`config.mk`:
```
export PLATFORM = sky130hd
export DESIGN_NAME = ifl_flag_top
export DESIGN_NICKNAME = d
export VERILOG_FILES = /design/src/verilog/ifl_pkg.sv /design/src/verilog/ifl_line_watch.sv /design/src/verilog/ifl_flag_top.sv
export VERILOG_INCLUDE_DIRS = /design/src /design/src/verilog
export SDC_FILE = /design/constraint.sdc
export NUM_CORES = 1
export LEC_CHECK = 0
export ABC_AREA = 1
export BUFFER_PORTS_ARGS = -buffer_cell sky130_fd_sc_hd__buf_2
export CORE_MARGIN = 2
export CORE_UTILIZATION = 48
export CTS_CLUSTER_DIAMETER = 200
export DETAILED_ROUTE_END_ITERATION = 10
export GPL_ROUTABILITY_DRIVEN = 1
export GPL_TIMING_DRIVEN = 0
export PLACE_DENSITY = 0.77
export SLEW_MARGIN = 0
export SYNTH_ARGS = -nofsm -noshare
export SYNTH_HDL_FRONTEND = slang
export SYNTH_SLANG_ARGS = --single-unit
```
`constraint.sdc`:
```
create_clock -name sys_clk -period 1.9 [get_ports sys_clk]
set_clock_uncertainty 0.15 [all_clocks]
set_input_delay 0.19 -clock sys_clk [delete_from_list [all_inputs] [get_ports sys_clk]]
set_output_delay 0.19 -clock sys_clk [all_outputs]
set_load 0.03 [all_outputs]
```
`src/verilog/ifl_defines.svh`:
```
// Purpose: shared constants of the bus flag block: offsets, bit positions, reset values, timing
// Assumes: 50 MHz sys_clk, byte addresses on the register bus
// Notes:   included by the two design files and by the test bench
`ifndef IFL_DEFINES_SVH
`define IFL_DEFINES_SVH

`define IFL_ADDR_W      4
`define IFL_ADDR_CTRL   4'h0
`define IFL_ADDR_FLAG   4'h4

`define IFL_CTRL_EN     7
`define IFL_CTRL_STT    1
`define IFL_FLAG_FAIL   7
`define IFL_FLAG_BUSY   6
`define IFL_FLAG_PERMIT 1
`define IFL_FLAG_RSV    0

`define IFL_RST_BYTE    8'h00
`define IFL_RST_WORD    32'h0000_0000
`define IFL_RST_BIT     1'b0
`define IFL_LINE_IDLE   1'b1
`define IFL_PAD_W       24'h00_0000

`define IFL_CLK_NS      20
`define IFL_HOLD_NS     4000
`define IFL_HOLD_CYC    ((`IFL_HOLD_NS + `IFL_CLK_NS - 1) / `IFL_CLK_NS)
`define IFL_CNT_W       8
`define IFL_CNT_ZERO    8'h00
`define IFL_CNT_ONE     8'h01

`endif

```
`src/verilog/ifl_pkg.sv`:
```
// Purpose: types shared by the bus flag block
// Assumes: ifl_defines.svh holds the numbers
// Notes:   types only
package ifl_pkg;

   // conditions seen on the shared bus, one-cycle pulses
   typedef struct packed {
      logic start;
      logic stop;
   } ifl_cond_type;

   // start generator states
   typedef enum logic [1:0] {
      GEN_IDLE,
      GEN_SDA_LOW,
      GEN_SCL_LOW,
      GEN_SDA_REL
   } ifl_gen_type;

endpackage

```
`src/verilog/ifl_line_watch.sv`:
```
// Purpose: synchronise scl/sda and detect start and stop conditions
// Assumes: scl/sda come from pins, asynchronous to sys_clk
// Notes:   outputs are registered one-cycle pulses
`timescale 1ns/100ps
`include "ifl_defines.svh"

module ifl_line_watch
   import ifl_pkg::*;
(
   input  wire logic         sys_clk,
   input  wire logic         rst_n,
   input  wire logic         scl_in,
   input  wire logic         sda_in,
   output ifl_cond_type      cond
);

   logic scl_m_q;
   logic scl_s_q;
   logic scl_p_q;
   logic sda_m_q;
   logic sda_s_q;
   logic sda_p_q;
   ifl_cond_type cond_q;
   ifl_cond_type cond_d;

   // sda edges while scl stays high mark start and stop
   always_comb begin
      cond_d.start = scl_s_q & scl_p_q & sda_p_q & ~sda_s_q;
      cond_d.stop  = scl_s_q & scl_p_q & ~sda_p_q & sda_s_q;
   end

   // three flops per line; the second and third ones feed the detector
   always_ff @(posedge sys_clk or negedge rst_n) begin
      if (!rst_n) begin
         scl_m_q <= `IFL_LINE_IDLE;
         scl_s_q <= `IFL_LINE_IDLE;
         scl_p_q <= `IFL_LINE_IDLE;
         sda_m_q <= `IFL_LINE_IDLE;
         sda_s_q <= `IFL_LINE_IDLE;
         sda_p_q <= `IFL_LINE_IDLE;
         cond_q  <= '0;
      end else begin
         scl_m_q <= scl_in;
         scl_s_q <= scl_m_q;
         scl_p_q <= scl_s_q;
         sda_m_q <= sda_in;
         sda_s_q <= sda_m_q;
         sda_p_q <= sda_s_q;
         cond_q  <= cond_d;
      end
   end

   assign cond = cond_q;

endmodule

```
`src/verilog/ifl_flag_top.sv`:
```
// Purpose: start failure, bus busy, initial start permit and reservation flags
// Assumes: Avalon-MM slave with waitrequest, open-drain scl/sda on a shared bus
// Notes:   a minimal start generator exercises the flags; transfers live elsewhere
// Behaviour
// start failure flag sets when a start cannot be made and start request drops with reservation off.
// start failure flag clears on a write of 1 to start request or while the unit is disabled.
// bus busy reads 1 while the bus is in use, 0 when released, and starts at 1 on enable without permit.
// bus busy sets on a detected start and on enabling the unit with the permit bit at 0.
// bus busy clears on a detected stop and whenever the unit is disabled.
// with permit at 0 a start may only be made after a stop has been seen since enable; a start request written together with enable starts at once.
// with permit at 1 a start may be made at once, the bus taken as released.
// the permit bit is set only by software and cleared by software or by a detected start.
// the reservation disable bit turns reservation off at 1 and on at 0, written by software.
// the failure and busy flags in bits 7 and 6 are read-only.
// software writes the permit bit only while the unit is disabled.
// software writes the reservation disable bit only while the unit is disabled.
// with permit at 1 software checks the bus is quiet before the first start request.
// start request sits in bit 1 of the control register.
// unit enable sits in bit 7 of the control register and 0 stops operation.
//
// The implementer's own choices: the Avalon-MM interface to the registers and the placing of the registers.
`timescale 1ns/100ps
`include "ifl_defines.svh"

module ifl_flag_top
   import ifl_pkg::*;
#(
   parameter int HOLD_CYC = `IFL_HOLD_CYC
)(
   input  wire logic                     sys_clk,
   input  wire logic                     nrst,
   input  wire logic [`IFL_ADDR_W-1:0]   avs_address,
   input  wire logic                     avs_read,
   input  wire logic                     avs_write,
   input  wire logic [31:0]              avs_writedata,
   output logic      [31:0]              avs_readdata,
   output logic                          avs_waitrequest,
   input  wire logic                     scl_in,
   output logic                          scl_out,
   output logic                          scl_oe,
   input  wire logic                     sda_in,
   output logic                          sda_out,
   output logic                          sda_oe
);

   localparam logic [`IFL_CNT_W-1:0] HOLD_LAST = `IFL_CNT_W'(HOLD_CYC - 1);

   logic rst_m_q;
   logic rst_n;
   logic ack_q;
   logic [31:0] rdata_q;
   logic [7:0] ctrl_q;
   logic [7:0] ctrl_d;
   logic en_q;
   logic fail_q;
   logic fail_d;
   logic busy_q;
   logic busy_d;
   logic permit_q;
   logic permit_d;
   logic rsv_q;
   logic rsv_d;
   ifl_gen_type gen_q;
   ifl_gen_type gen_d;
   logic [`IFL_CNT_W-1:0] cnt_q;
   logic [`IFL_CNT_W-1:0] cnt_d;
   ifl_cond_type cond;

   // reset release through two flops; assertion stays asynchronous
   always_ff @(posedge sys_clk or negedge nrst) begin
      if (!nrst) begin
         rst_m_q <= `IFL_RST_BIT;
         rst_n   <= `IFL_RST_BIT;
      end else begin
         rst_m_q <= 1'b1;
         rst_n   <= rst_m_q;
      end
   end

   ifl_line_watch u_watch (
      .sys_clk (sys_clk),
      .rst_n   (rst_n),
      .scl_in  (scl_in),
      .sda_in  (sda_in),
      .cond    (cond)
   );

   // bus decode: one wait cycle, then the answer; unmapped reads give zero
   wire       req      = avs_read | avs_write;
   wire       hit_ctrl = (avs_address == `IFL_ADDR_CTRL);
   wire       hit_flag = (avs_address == `IFL_ADDR_FLAG);
   wire       wr_go    = avs_write & ack_q;
   wire       wr_ctrl  = wr_go & hit_ctrl;
   wire       wr_flag  = wr_go & hit_flag;
   wire [7:0] wbyte    = avs_writedata[7:0];
   wire       stt_w    = wr_ctrl & wbyte[`IFL_CTRL_STT];
   wire       en       = ctrl_q[`IFL_CTRL_EN];
   wire       en_rise  = en & ~en_q;
   // flag byte: bits 5..2 read as zero
   wire [7:0] flag_rd  = {fail_q, busy_q, 4'h0, permit_q, rsv_q};
   wire [31:0] rdata_d = hit_ctrl ? {`IFL_PAD_W, ctrl_q}
                       : hit_flag ? {`IFL_PAD_W, flag_rd} : `IFL_RST_WORD;

   assign avs_waitrequest = req & ~ack_q;
   assign avs_readdata    = rdata_q;

   // start generator decisions taken in idle with a pending request
   wire pend     = (gen_q == GEN_IDLE) & en & ctrl_q[`IFL_CTRL_STT];
   wire gen_go   = pend & ~busy_q;
   wire gen_fail = pend & busy_q & rsv_q;
   wire cnt_end  = (cnt_q == HOLD_LAST);
   wire gen_done = (gen_q == GEN_SDA_REL) & cnt_end;

   // control register; hardware drops start request when done, failed or stopped
   always_comb begin
      ctrl_d = ctrl_q;
      if (wr_ctrl) begin
         ctrl_d = wbyte;
      end else if (gen_done | gen_fail) begin
         ctrl_d[`IFL_CTRL_STT] = 1'b0;
      end
      if (!ctrl_d[`IFL_CTRL_EN]) begin
         ctrl_d[`IFL_CTRL_STT] = 1'b0;
      end
   end

   // failure flag: the set wins over a clear in the same cycle
   always_comb begin
      fail_d = fail_q;
      if (gen_fail) begin
         fail_d = 1'b1;
      end else if (stt_w | ~en) begin
         fail_d = 1'b0;
      end
   end

   // busy flag follows bus conditions only while enabled
   always_comb begin
      busy_d = busy_q;
      if (!en) begin
         busy_d = 1'b0;
      end else if (en_rise & ~permit_q) begin
         busy_d = 1'b1;
      end else if (cond.start) begin
         busy_d = 1'b1;
      end else if (cond.stop) begin
         busy_d = 1'b0;
      end
   end

   // software bits; writes to fail and busy positions fall on the floor
   always_comb begin
      permit_d = permit_q;
      rsv_d    = rsv_q;
      if (wr_flag) begin
         permit_d = wbyte[`IFL_FLAG_PERMIT];
         rsv_d    = wbyte[`IFL_FLAG_RSV];
      end else if (en & cond.start) begin
         permit_d = 1'b0;
      end
   end

   // start sequence: sda low, then scl low, then sda released before scl
   always_comb begin
      gen_d = gen_q;
      cnt_d = cnt_end ? `IFL_CNT_ZERO : cnt_q + `IFL_CNT_ONE;
      case (gen_q)
         GEN_IDLE: begin
            cnt_d = `IFL_CNT_ZERO;
            if (gen_go) begin
               gen_d = GEN_SDA_LOW;
            end
         end
         GEN_SDA_LOW: begin
            if (cnt_end) begin
               gen_d = GEN_SCL_LOW;
            end
         end
         GEN_SCL_LOW: begin
            if (cnt_end) begin
               gen_d = GEN_SDA_REL;
            end
         end
         GEN_SDA_REL: begin
            if (cnt_end) begin
               gen_d = GEN_IDLE;
            end
         end
         default: begin
            gen_d = GEN_IDLE;
         end
      endcase
      if (!en) begin
         gen_d = GEN_IDLE;                          // a stop of the unit abandons the sequence
         cnt_d = `IFL_CNT_ZERO;
      end
   end

   // bus handshake and read data
   always_ff @(posedge sys_clk or negedge rst_n) begin
      if (!rst_n) begin
         ack_q   <= `IFL_RST_BIT;
         rdata_q <= `IFL_RST_WORD;
      end else begin
         ack_q <= req & ~ack_q;
         if (req & ~ack_q) begin
            rdata_q <= rdata_d;
         end
      end
   end

   // register state
   always_ff @(posedge sys_clk or negedge rst_n) begin
      if (!rst_n) begin
         ctrl_q   <= `IFL_RST_BYTE;
         en_q     <= `IFL_RST_BIT;
         fail_q   <= `IFL_RST_BIT;
         busy_q   <= `IFL_RST_BIT;
         permit_q <= `IFL_RST_BIT;
         rsv_q    <= `IFL_RST_BIT;
      end else begin
         ctrl_q   <= ctrl_d;
         en_q     <= en;
         fail_q   <= fail_d;
         busy_q   <= busy_d;
         permit_q <= permit_d;
         rsv_q    <= rsv_d;
      end
   end

   // generator state
   always_ff @(posedge sys_clk or negedge rst_n) begin
      if (!rst_n) begin
         gen_q <= GEN_IDLE;
         cnt_q <= `IFL_CNT_ZERO;
      end else begin
         gen_q <= gen_d;
         cnt_q <= cnt_d;
      end
   end

   // open-drain drive; the pin level when driven is always low
   always_ff @(posedge sys_clk or negedge rst_n) begin
      if (!rst_n) begin
         sda_oe <= `IFL_RST_BIT;
         scl_oe <= `IFL_RST_BIT;
      end else begin
         sda_oe <= (gen_d == GEN_SDA_LOW) | (gen_d == GEN_SCL_LOW);
         scl_oe <= (gen_d == GEN_SCL_LOW) | (gen_d == GEN_SDA_REL);
      end
   end

   assign sda_out = `IFL_RST_BIT;
   assign scl_out = `IFL_RST_BIT;
endmodule

```
Word-level counts from Yosys, hierarchy flattened --
Index checks and enable logic that the tools add are counted.
Cells by class: $add $sub $neg 1, eq/ne operators 10, mux-type cells 23, bitwise operators 31, reductions and logical operators 4
Operators by type and width (count):
- $mux W8 | 5
- $and A1 B1 Y1 | 19
- $mux W1 | 11
- $mux W2 | 5
- $add A8 B1 Y8 const B | 1
- $eq A2 B2 Y1 const B | 4
- $eq A8 B8 Y1 const B | 1
- $pmux W2 S4 | 1
- $not A1 Y1 | 7
- $mux W6 | 1
- $or A1 B1 Y1 | 5
- $eq A2 B1 Y1 const B | 2
- $eq A4 B3 Y1 const B | 1
- $logic_not A4 Y1 | 1
- $ne A4 B1 Y1 const B | 1
- $reduce_bool A2 Y1 | 2
- $ne A3 B1 Y1 const B | 1
- $logic_not A2 Y1 | 1
Word-level totals: register bits 68, bits of input ports 42, logic and storage cells 93

Longest topological paths before layout --
depth in word-level cells 9, gate-level depth with buffers 9, depth with buffers taken out 9

By module --
Synthesis repeated with hierarchy kept, for this count alone.
Unflattened totals: cells, all modules 213, area, all modules 2105.8 um^2
By module, submodules not included:
- ifl_flag_top | times used 1, cells each 198, area an instance 1871.8 um^2, seq. area each 900.9 um^2
- ifl_line_watch | times used 1, cells each 15, area an instance 234.0 um^2, seq. area each 207.7 um^2

Least setup slack after synthesis --
OpenSTA, ideal clock, no wires.
path type register -> register, start point register cnt_q[0], end point register scl_oe, library setup time 0.127 ns, arrival time 1.513 ns, data required time 1.623 ns, slack 0.110 ns, stages on the path, launching flop included 10, path buffers 0, cells stage by stage dfrtp_1 > ha_1 > nand2_2 > nor2_2 > and2_4 > nor2_1 > nor2_2 > inv_1 > ha_1 > or2_2
Between the ends: longest elaborated chain between the ends 6, elaborated cells on any way between the ends 9
Ends and longest elaborated chain:
- start, declared | line ifl_flag_top.sv:65 | logic [`IFL_CNT_W-1:0] cnt_q;
- start signal, assigned | line ifl_flag_top.sv:235 | cnt_q <= `IFL_CNT_ZERO;
- start signal, assigned | line ifl_flag_top.sv:238 | cnt_q <= cnt_d;
- $eq A8 B8 Y1 (*) | line ifl_flag_top.sv:111 | wire cnt_end = (cnt_q == HOLD_LAST);
- $mux W2 (on tied branches) | line ifl_flag_top.sv:185, ifl_flag_top.sv:175, ifl_flag_top.sv:180
- $pmux W2 S4 (*) | line ifl_flag_top.sv:167 | case (gen_q)
- $mux W2 (*) | line ifl_flag_top.sv:193 | if (!en) begin
- named net gen_d[0] | line ifl_flag_top.sv:64 | ifl_gen_type gen_d;
- $eq A2 B2 Y1 | line ifl_flag_top.sv:249 | scl_oe <= (gen_d == GEN_SCL_LOW) | (gen_d == GEN_SDA_REL);
- $or A1 B1 Y1 (*) | line ifl_flag_top.sv:249
- end signal, assigned | line ifl_flag_top.sv:246 | scl_oe <= `IFL_RST_BIT;
- end signal, assigned | line ifl_flag_top.sv:249
- end, declared | line ifl_flag_top.sv:40 | output logic scl_oe,
Mark *: on every way through the listed nets, which the timed path passes. The rest lies on a longest branch. A chain may end at the register's enable or synchronous reset.

Worst setup path after layout --
start point register cnt_q[1], end point register scl_oe
The elaborated chain is that of the path after synthesis.

==> metrics <==
Seq/Total Area, Yosys 0.549; vias in the first global route 1411; fin crit period 1.80 ns; RSZ-0062 raised after global routing no; Pwr per Cell Area 777 mW/mm²; HP Class in -> async; area fraction of the dominant cell type after synthesis 0.471; CP endpoint kind flop; CP Launch Type flop; die height 68.9 µm; most common cell after layout, fill and taps aside nand2_1; Flop pwr share 0.534; Finished Core Util 0.638; TritonCTS clock tree yes; post-synthesis sequential element count 44; DR vias/cell 4.53; sw frac 0.269; number of setup violations in the final report 0; cts bufs inserted 5; maximum achievable frequency 0.556 GHz; first-pass GRT wire length 5.66 mm; GP Congestion 0.742; Detail Route Antenna Nets 0; Overall Power 2.00 mW; relative slew slack 0.422; Vias 1522; worst skew pair latency 0.29 ns; Comb pwr share 0.149; ANT cells 0; Final WS setup 0.103 ns; most frequent cells in the layout nand2_1, dfrtp_1, buf_4; ratio of cells with drive above 1 in the final layout 0.322; Layout Cells excl Fill 336; worst hold slack 0.0573 ns; setup TNS 0 ns; worst slew pin tran 0.867 ns; Post-Syn Instances 211; final hold viol count 0; GRT Residual Overflow 0; Synth Cell Area 0.00202 mm²; 1st-pass router iterations 4; post-synthesis area per instance 9.58 µm²; Power Internal 1.46 mW; GRT Total Usage 0.164; area growth from synthesis to layout 27.2%; largest cells by area after synthesis dfrtp_1, buf_4, nand2_1, dfstp_2, nor2_1; CTS max path bufs 2; core area 0.00403 mm²; Cells after DPL 314; Synth cell types 31; Crit Path Class reg -> reg; worst path arrival time 1.84 ns; Final nets 330; switching pwr 537 µW; CP Max Fanout 4; DRC 0; Clock Power Share 0.317; Clock Pin Slew Worst Setup and Hold Paths 0.08 ns; initial antenna violation count 0; maxcap violations 0; initial core utilization 0.502; fin area 0.00257 mm²; WL/cell 10.5 µm; period utilization 0.946; largest net degree at the start of global routing 43; die width 68.9 µm; Placement Cell Area 0.00232 mm²; port bufs 28; H-tree depth 2; Ports 79; pre-CTS setup slack -0.0121 ns; FILL cells 332; CP Data Required Time 1.94 ns; Slew Limit Fails 0; DIE AREA 0.00474 mm²; Core Rows 23; Warnings, synthesis 0; HPWL after detailed placement 2.57 mm; status complete, no violations; CTS root buf clkbuf_8; routed wire length 3.52 mm; DRT iter0 DRCs 100; IR Drop Worst-Case VDD 0.530 mV; Yosys top cell by area dfrtp_1; clock sink total 44; Leak Pwr 1.37 nW
## area by class of cell
cell class / instances / area, µm² / share of cell area
timing repair buffer: 42 / 273 / 0.106
multi-input combinational: 149 / 757 / 0.294
clock buffer: 8 / 100 / 0.0389
inverter: 15 / 61.3 / 0.0238
sequential: 44 / 1110 / 0.432
tap: 50 / 62.6 / 0.0243
buffer: 28 / 208 / 0.0808
## sequential cells by signal, indices dropped and copies added (netlist names), 2 cells and up
name	flops
avs_readdata	8
cnt_q	8
ctrl_q	8
gen_q	2
u_watch.cond	2
## power groups by stage
stage                     Clock (mW)  Sequential (mW)  Combinational (mW)
after global routing           0.687             1.08               0.329
after global placement             0             1.08               0.274
after floorplan                    0             1.08               0.216
after CTS                      0.647             1.07               0.297
after detailed placement           0             1.09               0.280
final                          0.633             1.07               0.297
## logic make-up after synthesis
family | synth area share
other | 0.00372
adder cells (fa/ha/maj) | 0.0186
AND/OR/NAND/NOR | 0.222
XOR/XNOR | 0.00867
AO/OA/AOI/OAI | 0.0656
flip-flops | 0.549
buffers and inverters | 0.133
## critical path: stages (launching register included)
cell	delay, ns
dfrtp_1	0.37
ha_2	0.21
nand2_4	0.07
nor2_4	0.11
and2_4	0.16
nor2_2	0.03
nor2_2	0.14
inv_1	0.06
ha_2	0.17
or2_4	0.22
## repair_timing
action                     4_1_cts  5_1_grt
buffers inserted                 1        2
hold buffers                    11        0
hold endpoints to repair        13        0
pin swaps                        0        4
cloned                           0        0
setup endpoints to repair        1        1
resized for setup                2        4
## synth_stat cells
| master | count |
|---|---|
| nor2_2 | 4 |
| nor3_1 | 3 |
| nand2_1 | 53 |
| ha_1 | 3 |
| o21bai_2 | 1 |
| nand2_2 | 3 |
| buf_4 | 27 |
| clkinv_4 | 1 |
| buf_2 | 1 |
| o21bai_1 | 1 |
| nor2_1 | 19 |
| a21o_1 | 1 |
| dfstp_2 | 6 |
| nor3b_1 | 1 |
| inv_2 | 1 |
| xor2_1 | 2 |
| o21ai_1 | 1 |
| inv_1 | 13 |
| and2_4 | 1 |
| nand3_4 | 1 |
| a21oi_1 | 2 |
| or2_2 | 2 |
| o21ai_0 | 4 |
| nor2_4 | 2 |
| dfrtp_1 | 38 |
| a22o_1 | 4 |
| o22ai_1 | 1 |
| nand4_1 | 4 |
| conb_1 | 2 |
| nand3_1 | 5 |
| o211ai_1 | 4 |
## per-layer routing
metal | wire length [µm] | GRT usage | part of all wire | vias up
li1 | - | - | - | 768
met1 | 1450 | 0.185 | 0.41 | 703
met2 | 1800 | 0.292 | 0.51 | 47
met3 | 238 | 0.0503 | 0.068 | 4
met4 | 40 | 0.0588 | 0.011 | 0
met5 | 0 | 0 | 0 | -
## final timing paths
check	depth (start not counted)	slack [ns]	to	startpoint
max in group asynchronous	0	0.82	avs_readdata[2]$_DFFE_PN0P_	rst_n$_DFF_PN0_
min	2	0.06	rst_n$_DFF_PN0_	nrst
max reg2reg	9	0.10	scl_oe$_DFF_PN0_	cnt_q[1]$_DFF_PN0_
min in group sys_clk	3	0.08	avs_readdata[7]$_DFFE_PN0P_	avs_address[2]
max	9	0.10	scl_oe$_DFF_PN0_	cnt_q[1]$_DFF_PN0_
min reg2reg	0	0.20	rst_n$_DFF_PN0_	rst_m_q$_DFF_PN0_
Power figures use the tool's default switching activity.
